===== config.mk =====
export PLATFORM = sky130hd
export DESIGN_NAME = pdto_block
export DESIGN_NICKNAME = d
export VERILOG_FILES = /design/src/include/pdto_pkg.sv /design/src/rtl/pdto_block.sv
export SDC_FILE = /design/constraint.sdc
export NUM_CORES = 1
export LEC_CHECK = 0
export ABC_AREA = 1
export ABC_CLOCK_PERIOD_IN_PS = 7800
export BUFFER_PORTS_ARGS = -buffer_cell sky130_fd_sc_hd__buf_2
export CORE_ASPECT_RATIO = 1.4
export CORE_UTILIZATION = 36
export DETAILED_ROUTE_END_ITERATION = 8
export GPL_TIMING_DRIVEN = 0
export PLACE_DENSITY = 0.54
export SYNTH_ARGS = -nofsm -noshare
export SYNTH_HDL_FRONTEND = slang
export SYNTH_SLANG_ARGS = --single-unit

===== constraint.sdc =====
create_clock -name clk -period 7.8 [get_ports clk]
set_clock_uncertainty 0.1 [all_clocks]
set_input_delay 1.17 -clock clk [delete_from_list [all_inputs] [get_ports clk]]
set_output_delay 1.17 -clock clk [all_outputs]
set_load 0.1 [all_outputs]

===== src/include/pdto_pkg.sv =====
package pdto_pkg;
    // register offsets on the management bus
    localparam logic [7:0] CTRL_ADDR = 8'h90;
    localparam logic [7:0] OFF0_ADDR = 8'h94;
    localparam logic [7:0] OFF1_ADDR = 8'h95;
    // power-on values
    localparam logic [7:0] CTRL_RESET = 8'h00;
    localparam logic [7:0] OFF_RESET = 8'h00;
    // control fields
    localparam int IVL_LSB = 3;
    localparam int IVL_MSB = 5;
    localparam int CAPT_BIT = 6;
    localparam int DYN_BIT = 7;
    localparam logic [7:0] CTRL_WR_MASK = 8'hf8;
    // interval bases in monitoring cycles
    localparam logic [11:0] DEC_BASE = 12'h008;
    localparam logic [11:0] INC_BASE = 12'h010;
    // offset and temperature limits, signed bytes
    localparam logic signed [7:0] OFF_MIN = 8'shc1;
    localparam logic signed [7:0] TEMP_MAX = 8'sh7f;
    localparam logic signed [7:0] TEMP_MIN = 8'sh80;
    localparam logic [7:0] ZERO_BYTE = 8'h00;
    localparam logic [11:0] ZERO_CNT = 12'h000;
    localparam logic [7:0] ONE_BYTE = 8'h01;
endpackage


===== src/rtl/pdto_block.sv =====
`timescale 1ns/10ps
// Behaviour
// (RL1) Interval code in control bits 5:3 sets the wait between downward start-temperature steps: 8 monitoring cycles for code 0, doubling per code up to 1024.
// (RL2) Upward steps wait twice as long: 16 monitoring cycles for code 0, doubling up to 2048.
// (RL3) With capture enabled (bit 6), an overtemperature assertion copies the channel 0 reading into the operating point.
// (RL4) With capture disabled, overtemperature is ignored and the operating point keeps its programmed value.
// (RL5) With dynamic enable (bit 7) set, the start temperature is moved using current temperature, operating point and the zone limits.
// (RL6) With dynamic enable clear, the start temperature stays at its programmed value.
// (RL7) The channel 0 offset register is added to every channel 0 measurement.
// (RL8) The channel 1 offset register is added to every channel 1 measurement.
// (RL9) Each offset holds a correction from -63 to +127 degrees in 1 degree steps.
// (RL10) While the configuration lock is set the control register cannot be written.
// (RL11) While the configuration lock is set the offset registers cannot be written.
// (RL12) At reset the control and both offset registers hold zero.
// (RL13) Offsets are signed bytes added before any comparison, so negative offsets lower the reading.
module pdto_block (
    input wire logic clk,
    input wire logic srst,
    input wire logic [7:0] regAddr,
    input wire logic regWrEn,
    input wire logic [7:0] regWrData,
    output logic [7:0] regRdData,
    input wire logic configLock,
    input wire logic monitorTick,
    input wire logic overtempInput,
    input wire logic peciZeroValid,
    input wire logic signed [7:0] peciZeroRaw,
    input wire logic peciOneValid,
    input wire logic signed [7:0] peciOneRaw,
    input wire logic signed [7:0] tminProgrammed,
    input wire logic signed [7:0] opPointProgrammed,
    input wire logic signed [7:0] zoneLowLimit,
    input wire logic signed [7:0] zoneHighLimit,
    output logic signed [7:0] peciZeroTemp,
    output logic signed [7:0] peciOneTemp,
    output logic signed [7:0] opPoint,
    output logic opPointCaptured,
    output logic signed [7:0] tminActive,
    output logic dynamicActive
);
    import pdto_pkg::*;

    typedef struct packed {
        logic [7:0] ctrl;
        logic signed [7:0] off0;
        logic signed [7:0] off1;
        logic [7:0] rdData;
        logic signed [7:0] temp0;
        logic signed [7:0] temp1;
        logic signed [7:0] opPt;
        logic capt;
        logic [11:0] decCnt;
        logic [11:0] incCnt;
        logic signed [7:0] tmin;
    } pdto_state_type;

    pdto_state_type state_q;
    pdto_state_type state_d;

    // register read value by offset; unmapped offsets read zero
    function automatic logic [7:0] readReg(input logic [7:0] a,
                                           input pdto_state_type s);
        case (a)
            CTRL_ADDR: readReg = s.ctrl;
            OFF0_ADDR: readReg = s.off0;
            OFF1_ADDR: readReg = s.off1;
            default: readReg = ZERO_BYTE;
        endcase
    endfunction

    // signed add with saturation, keeps the reading from wrapping around
    function automatic logic signed [7:0] addSat(input logic signed [7:0] a,
                                                 input logic signed [7:0] b);
        logic signed [8:0] sum;
        sum = 9'(a) + 9'(b);
        if (sum > 9'(TEMP_MAX)) begin
            addSat = TEMP_MAX;
        end else if (sum < 9'(TEMP_MIN)) begin
            addSat = TEMP_MIN;
        end else begin
            addSat = sum[7:0];
        end
    endfunction

    // offsets below the lowest supported correction are pinned to it
    function automatic logic signed [7:0] clampOff(input logic [7:0] v);
        if ($signed(v) < OFF_MIN) begin
            clampOff = OFF_MIN;
        end else begin
            clampOff = $signed(v);
        end
    endfunction

    logic [2:0] ivlCode;
    logic [11:0] decWait;
    logic [11:0] incWait;
    logic dynEn;
    logic captEn;
    logic wrOk;

    // interval waits from the control code
    always_comb begin
        ivlCode = state_q.ctrl[IVL_MSB:IVL_LSB];
        decWait = DEC_BASE << ivlCode; // RL1
        incWait = INC_BASE << ivlCode; // RL2
        dynEn = state_q.ctrl[DYN_BIT];
        captEn = state_q.ctrl[CAPT_BIT];
        wrOk = regWrEn && !configLock; // RL10 RL11
    end

    // next state
    always_comb begin
        state_d = state_q;
        state_d.capt = 1'b0;
        // register writes; reserved low control bits stay zero
        if (wrOk && regAddr == CTRL_ADDR) begin
            state_d.ctrl = regWrData & CTRL_WR_MASK; // RL10
        end
        if (wrOk && regAddr == OFF0_ADDR) begin
            state_d.off0 = clampOff(regWrData); // RL9 RL11
        end
        if (wrOk && regAddr == OFF1_ADDR) begin
            state_d.off1 = clampOff(regWrData); // RL9 RL11
        end
        state_d.rdData = readReg(regAddr, state_q);
        // offset applied on each new measurement, before any comparison
        if (peciZeroValid) begin
            state_d.temp0 = addSat(peciZeroRaw, state_q.off0); // RL7 RL13
        end
        if (peciOneValid) begin
            state_d.temp1 = addSat(peciOneRaw, state_q.off1); // RL8 RL13
        end
        // operating point follows software while capture is disabled; with capture enabled it holds until a capture fires
        if (captEn && overtempInput) begin
            state_d.opPt = state_q.temp0; // RL3
            state_d.capt = 1'b1;
        end else if (!captEn) begin
            state_d.opPt = opPointProgrammed; // RL4
        end
        // start temperature loop, stepped on monitoring cycles only
        if (!dynEn) begin
            state_d.tmin = tminProgrammed; // RL6
            state_d.decCnt = ZERO_CNT;
            state_d.incCnt = ZERO_CNT;
        end else if (monitorTick) begin
            state_d.decCnt = state_q.decCnt + 12'h001;
            state_d.incCnt = state_q.incCnt + 12'h001;
            // hot zone pulls the start point down toward the low limit
            if (state_q.decCnt + 12'h001 >= decWait) begin // RL1
                state_d.decCnt = ZERO_CNT;
                if ((state_q.temp0 > state_q.opPt ||
                     state_q.temp0 > zoneHighLimit) &&
                    state_q.tmin > zoneLowLimit) begin
                    state_d.tmin = state_q.tmin - ONE_BYTE; // RL5
                end
            end
            // cool zone lets it drift back up; slower to avoid hunting
            if (state_q.incCnt + 12'h001 >= incWait) begin // RL2
                state_d.incCnt = ZERO_CNT;
                if (state_q.temp0 < zoneLowLimit &&
                    state_q.tmin < zoneHighLimit &&
                    state_q.tmin < state_q.opPt) begin
                    state_d.tmin = state_q.tmin + ONE_BYTE; // RL5
                end
            end
        end
        // a new interval code restarts both waits, so a count that the
        // old code ran up can never sit past a shorter new window
        if (wrOk && regAddr == CTRL_ADDR) begin
            state_d.decCnt = ZERO_CNT; // RL1
            state_d.incCnt = ZERO_CNT; // RL2
        end
    end

    // state register
    always_ff @(posedge clk) begin
        if (srst) begin
            state_q <= '0;
            state_q.ctrl <= CTRL_RESET; // RL12
            state_q.off0 <= OFF_RESET; // RL12
            state_q.off1 <= OFF_RESET; // RL12
        end else begin
            state_q <= state_d;
        end
    end

    // outputs straight from flip-flops
    assign regRdData = state_q.rdData;
    assign peciZeroTemp = state_q.temp0;
    assign peciOneTemp = state_q.temp1;
    assign opPoint = state_q.opPt;
    assign opPointCaptured = state_q.capt;
    assign tminActive = state_q.tmin;
    assign dynamicActive = dynEn;

    // checks
    ctrl_lock_a: assert property (@(posedge clk) disable iff (srst) // RL10
        configLock |=> state_q.ctrl == $past(state_q.ctrl))
        else $error("control changed under lock");
    off_lock_a: assert property (@(posedge clk) disable iff (srst) // RL11
        configLock |=> state_q.off0 == $past(state_q.off0) &&
                       state_q.off1 == $past(state_q.off1))
        else $error("offset changed under lock");
    reset_zero_a: assert property (@(posedge clk) // RL12
        srst |=> state_q.ctrl == ZERO_BYTE && state_q.off0 == ZERO_BYTE &&
                 state_q.off1 == ZERO_BYTE)
        else $error("registers not zero after reset");
    off_range_a: assert property (@(posedge clk) disable iff (srst) // RL9
        state_q.off0 >= OFF_MIN && state_q.off1 >= OFF_MIN)
        else $error("offset below range");
    add_zero_a: assert property (@(posedge clk) disable iff (srst) // RL7
        peciZeroValid |=> peciZeroTemp ==
            addSat($past(peciZeroRaw), $past(state_q.off0)))
        else $error("channel 0 offset not applied");
    add_one_a: assert property (@(posedge clk) disable iff (srst) // RL8
        peciOneValid |=> peciOneTemp ==
            addSat($past(peciOneRaw), $past(state_q.off1)))
        else $error("channel 1 offset not applied");
    capt_take_a: assert property (@(posedge clk) disable iff (srst) // RL3
        captEn && overtempInput |=> opPointCaptured &&
            opPoint == $past(peciZeroTemp))
        else $error("capture missed");
    capt_ignore_a: assert property (@(posedge clk) disable iff (srst) // RL4
        !captEn |=> !opPointCaptured &&
            opPoint == $past(opPointProgrammed))
        else $error("capture while disabled");
    tmin_hold_a: assert property (@(posedge clk) disable iff (srst) // RL6
        !dynEn |=> tminActive == $past(tminProgrammed))
        else $error("start temperature moved while disabled");
    dec_bound_a: assert property (@(posedge clk) disable iff (srst) // RL1
        state_q.decCnt < decWait)
        else $error("decrease wait overrun");
    inc_bound_a: assert property (@(posedge clk) disable iff (srst) // RL2
        state_q.incCnt < incWait)
        else $error("increase wait overrun");
    tmin_step_a: assert property (@(posedge clk) disable iff (srst) // RL5
        dynEn && !monitorTick |=> tminActive == $past(tminActive))
        else $error("start temperature moved off a tick");

    // register writes land with the mask and clamp applied
    ctrl_write_a: assert property (@(posedge clk) disable iff (srst) // RL10
        wrOk && regAddr == CTRL_ADDR |=>
            state_q.ctrl == ($past(regWrData) & CTRL_WR_MASK))
        else $error("control write lost");
    off0_write_a: assert property (@(posedge clk) disable iff (srst) // RL11
        wrOk && regAddr == OFF0_ADDR |=>
            state_q.off0 == clampOff($past(regWrData)))
        else $error("channel 0 offset write lost");
    off1_write_a: assert property (@(posedge clk) disable iff (srst) // RL11
        wrOk && regAddr == OFF1_ADDR |=>
            state_q.off1 == clampOff($past(regWrData)))
        else $error("channel 1 offset write lost");
    rsvd_zero_a: assert property (@(posedge clk) disable iff (srst) // RL1
        (state_q.ctrl & ~CTRL_WR_MASK) == ZERO_BYTE)
        else $error("reserved control bits set");
    rd_data_a: assert property (@(posedge clk) disable iff (srst) // RL12
        regRdData == readReg($past(regAddr), $past(state_q)))
        else $error("read data wrong");

    // capture pulse only from an enabled overtemperature
    capt_hold_a: assert property (@(posedge clk) disable iff (srst) // RL3
        captEn && !overtempInput |=> !opPointCaptured &&
            opPoint == $past(opPoint))
        else $error("operating point moved without capture");
    capt_pulse_a: assert property (@(posedge clk) disable iff (srst) // RL3
        opPointCaptured |-> $past(captEn && overtempInput))
        else $error("spurious capture pulse");
    rst_outs_a: assert property (@(posedge clk) // RL12
        srst |=> tminActive == ZERO_BYTE && opPoint == ZERO_BYTE &&
            !opPointCaptured)
        else $error("outputs not zero after reset");

    // corrected readings hold between measurements
    temp0_hold_a: assert property (@(posedge clk) disable iff (srst) // RL7
        !peciZeroValid |=> peciZeroTemp == $past(peciZeroTemp))
        else $error("channel 0 reading changed without sample");
    temp1_hold_a: assert property (@(posedge clk) disable iff (srst) // RL8
        !peciOneValid |=> peciOneTemp == $past(peciOneTemp))
        else $error("channel 1 reading changed without sample");

    // loop steps by one degree at window ends only
    tmin_delta_a: assert property (@(posedge clk) disable iff (srst) // RL5
        dynEn |=> tminActive == $past(tminActive) ||
            tminActive == $past(tminActive) + ONE_BYTE ||
            tminActive == $past(tminActive) - ONE_BYTE)
        else $error("start temperature jumped");
    dec_fire_a: assert property (@(posedge clk) disable iff (srst) // RL1
        dynEn && monitorTick && state_q.decCnt + 12'h001 >= decWait |=>
            state_q.decCnt == ZERO_CNT)
        else $error("decrease window not restarted");
    inc_fire_a: assert property (@(posedge clk) disable iff (srst) // RL2
        dynEn && monitorTick && state_q.incCnt + 12'h001 >= incWait |=>
            state_q.incCnt == ZERO_CNT)
        else $error("increase window not restarted");
    cnt_clear_a: assert property (@(posedge clk) disable iff (srst) // RL6
        !dynEn |=> state_q.decCnt == ZERO_CNT && state_q.incCnt == ZERO_CNT)
        else $error("wait counters run while disabled");
endmodule


==> flow_metrics.tcl <==
set metrics [dict create \
    die_area_um2 19400 \
    p_sw_uw 394 \
    port_buffers 113 \
    yosysSeqAreaShare_pct 25.4 \
    placed_cells 1336 \
    synthTopCellsByCount "nand2_1, inv_1, dfxtp_1" \
    yosysMostFrequentCell "nand2_1" \
    swShare_pct 32.8 \
    hp-start "state_q[31]" \
    cts_resized 0 \
    cts_buffers 9 \
    ys_seq_elements 86 \
    post_cts_buffers 0 \
    antenna_cells 0 \
    power_density_nw_per_um2 151 \
    clockBufferDepth 2 \
    synth.net_count 1135 \
    ant_nets 0 \
    grt_use_total_pct 19.5 \
    fmax_mhz 308 \
    cts_tree "yes" \
    crit_required_ns 7.92 \
    fillCellCount 2011 \
    p_int_uw 808 \
    grt_max_degree 15 \
    final-setup-viol-count 0 \
    row_count 59 \
    pin_count 114 \
    whs_ns 0.371 \
    postSynthAreaPerCell_um2 6.93 \
    stdcell_count 1352 \
    clock_latency_ns 0.35 \
    maxCapViolations 0 \
    syn2layout_area_growth_pct 17.6 \
    worst_setup_path_end_kind "flop" \
    yosys_warnings 0 \
    grt_pass1_vias 6175 \
    grt_pass1_wl_mm 29.8 \
    drive_gt1_share_pct 18.8 \
    start_util_pct 36.6 \
    ir_worst_vdd_mv 0.0959 \
    fin_crit_sh_pct 41.7 \
    synth-main-ff-cell "dfxtp_1" \
    hold_viol 0 \
    reg2regPathDepth 18 \
    synthTopCellsByArea "dfxtp_1, ha_1, nand2_1" \
    startpoint "state_q[8]" \
    dieHeight_um 164 \
    period_minus_slack_ns 3.25 \
    cts_hold_buf 0 \
    min_path_cells 2 \
    synth_edf_count 0 \
    cts_sinks 86 \
    vias 6547 \
    core-area_um2 18500 \
    via_per_inst 4.84 \
    synth_cells 979 \
    synth_top_area_share_pct 25.4 \
    r2r-start "state_q[8]" \
    fp.dieW_um 118 \
    antenna_found_initial 0 \
    dp_hpwl_mm 15.2 \
    yosysTopAreaCell "dfxtp_1" \
    overflow 0 \
    gp_congestion 0.832 \
    fin_nets 1259 \
    clk_pin_slew_ns 0.07 \
    drt-initial-drc-count 216 \
    synth_area_um2 6790 \
    firstDrtPassIters 5 \
    slew_violations 0 \
    synthArstFlopShare_pct 0 \
    worstMarginPinSlew_ns 0.643 \
    ys_types 52 \
    clock-root-buffer "clkbuf_16" \
    tns_ns 0 \
    clkPwrFrac_pct 39.0 \
    crit_path_start_kind "flop" \
    p_leak_nw 4.08 \
    critPathKind "reg -> reg" \
    drc_errors 0 \
    status "finished clean" \
    htreeDepth 3 \
    slew_headroom_pct 57.1 \
    rsz0062_at_grt "false" \
    path_max_fanout 10 \
    wl_per_cell_um 13.7 \
    worst-endpoint-arrival_ns 3.37 \
    hold_class "reg -> reg" \
    routed_wl_mm 18.5 \
    pwr-share-seq_pct 38.8 \
    pwr-share-comb_pct 22.2 \
]
-- cell type report --
class / count / area [um^2] / area share, %
clock buffer: 12 / 267 / 3.34
buffer: 56 / 388 / 4.86
sequential: 86 / 1720 / 21.6
multi-input combinational: 678 / 4080 / 51.1
clock inverter: 4 / 53.8 / 0.674
timing repair buffer: 113 / 566 / 7.09
tap: 244 / 305 / 3.83
inverter: 159 / 602 / 7.54
-- power by group through the flow --
stage                     Clock (mW)  Sequential [mW]  Combinational (mW)
after floorplan                    0            0.469               0.206
after global placement             0            0.476               0.267
after detailed placement           0            0.476               0.268
after CTS                      0.477            0.466               0.269
after global routing           0.498            0.468               0.297
final                          0.469            0.466               0.267
-- per-stage QoR --
| step | worst slack [ns] | util [%] | total power [mW] | area, um^2 |
|---|---|---|---|---|
| detailed placement | 4.50 | 41.3 | 0.745 | 7660 |
| global placement | 4.50 | 41.3 | 0.743 | 7660 |
| finish | 4.55 | 43.1 | 1.20 | 7980 |
| global route | 4.24 | 43.1 | 1.26 | 7980 |
| CTS | 4.57 | 43.1 | 1.21 | 7980 |
| floorplan | 4.89 | - | 0.675 | 6790 |
-- cells in the final DEF, fill, tap and decap left out, types with 7 or more instances in the layout --
cell type	count
ha_1	82
dfxtp_1	86
buf_4	42
a21oi_1	80
xor2_1	26
nor3_1	11
nand4_1	13
buf_2	117
nand3_1	60
inv_1	151
clkbuf_1	7
a211oi_1	7
o21ai_0	54
a22oi_1	10
nand2_1	204
nor2_1	71
clkbuf_16	9
-- cells by family after synthesis --
family	share of synthesized area [%]
adders and majority gates	15.7
AOI/OAI and AO/OA	15.2
xor gates and xnor gates	3.87
buffers and inverters	14.6
and+or+nand+nor	25.3
DFF	25.4
-- path summary, 6_finish.rpt --
check | slack (ns) | endpoint
max | 4.55 | tminActive[7]
max reg2reg | 4.55 | tminActive[7]
min reg2reg | 0.37 | state_q[31]
min | 0.37 | state_q[31]
-- registers in the layout (all words and copies together) (netlist names) --
| register | cells |
|---|---|
| ivlCode | 3 |
| dynamicActive | 1 |
| peciOneTemp | 8 |
| state_q | 40 |
| regRdData | 8 |
| peciZeroTemp | 8 |
| captEn | 1 |
| opPointCaptured | 1 |
| tminActive | 8 |
| opPoint | 8 |
-- routing by layer --
layer | track usage [%] | vias to the layer above | part of all wire [%]
li1 | - | 3423 | -
met3 | 3.31 | 31 | 3.3
met2 | 37.0 | 136 | 51
met5 | 0 | - | 0
met1 | 21.5 | 2957 | 43
met4 | 7.63 | 0 | 2.6
-- worst max-delay path, cell delays in order, from the launching register on --
cell	delay [ns]
dfxtp_1	0.39
nand3_1	0.14
nor3b_1	0.31
nand3_1	0.17
nor2_1	0.18
nand3_1	0.11
xor2_1	0.14
inv_1	0.07
ha_1	0.29
nand2_1	0.07
nor2_1	0.14
nand4_1	0.09
o2111ai_1	0.21
nand3_2	0.17
buf_6	0.18
o21ai_1	0.12
inv_1	0.05
a21oi_1	0.12
nor2_1	0.05
(Power assumes the default switching activity.)
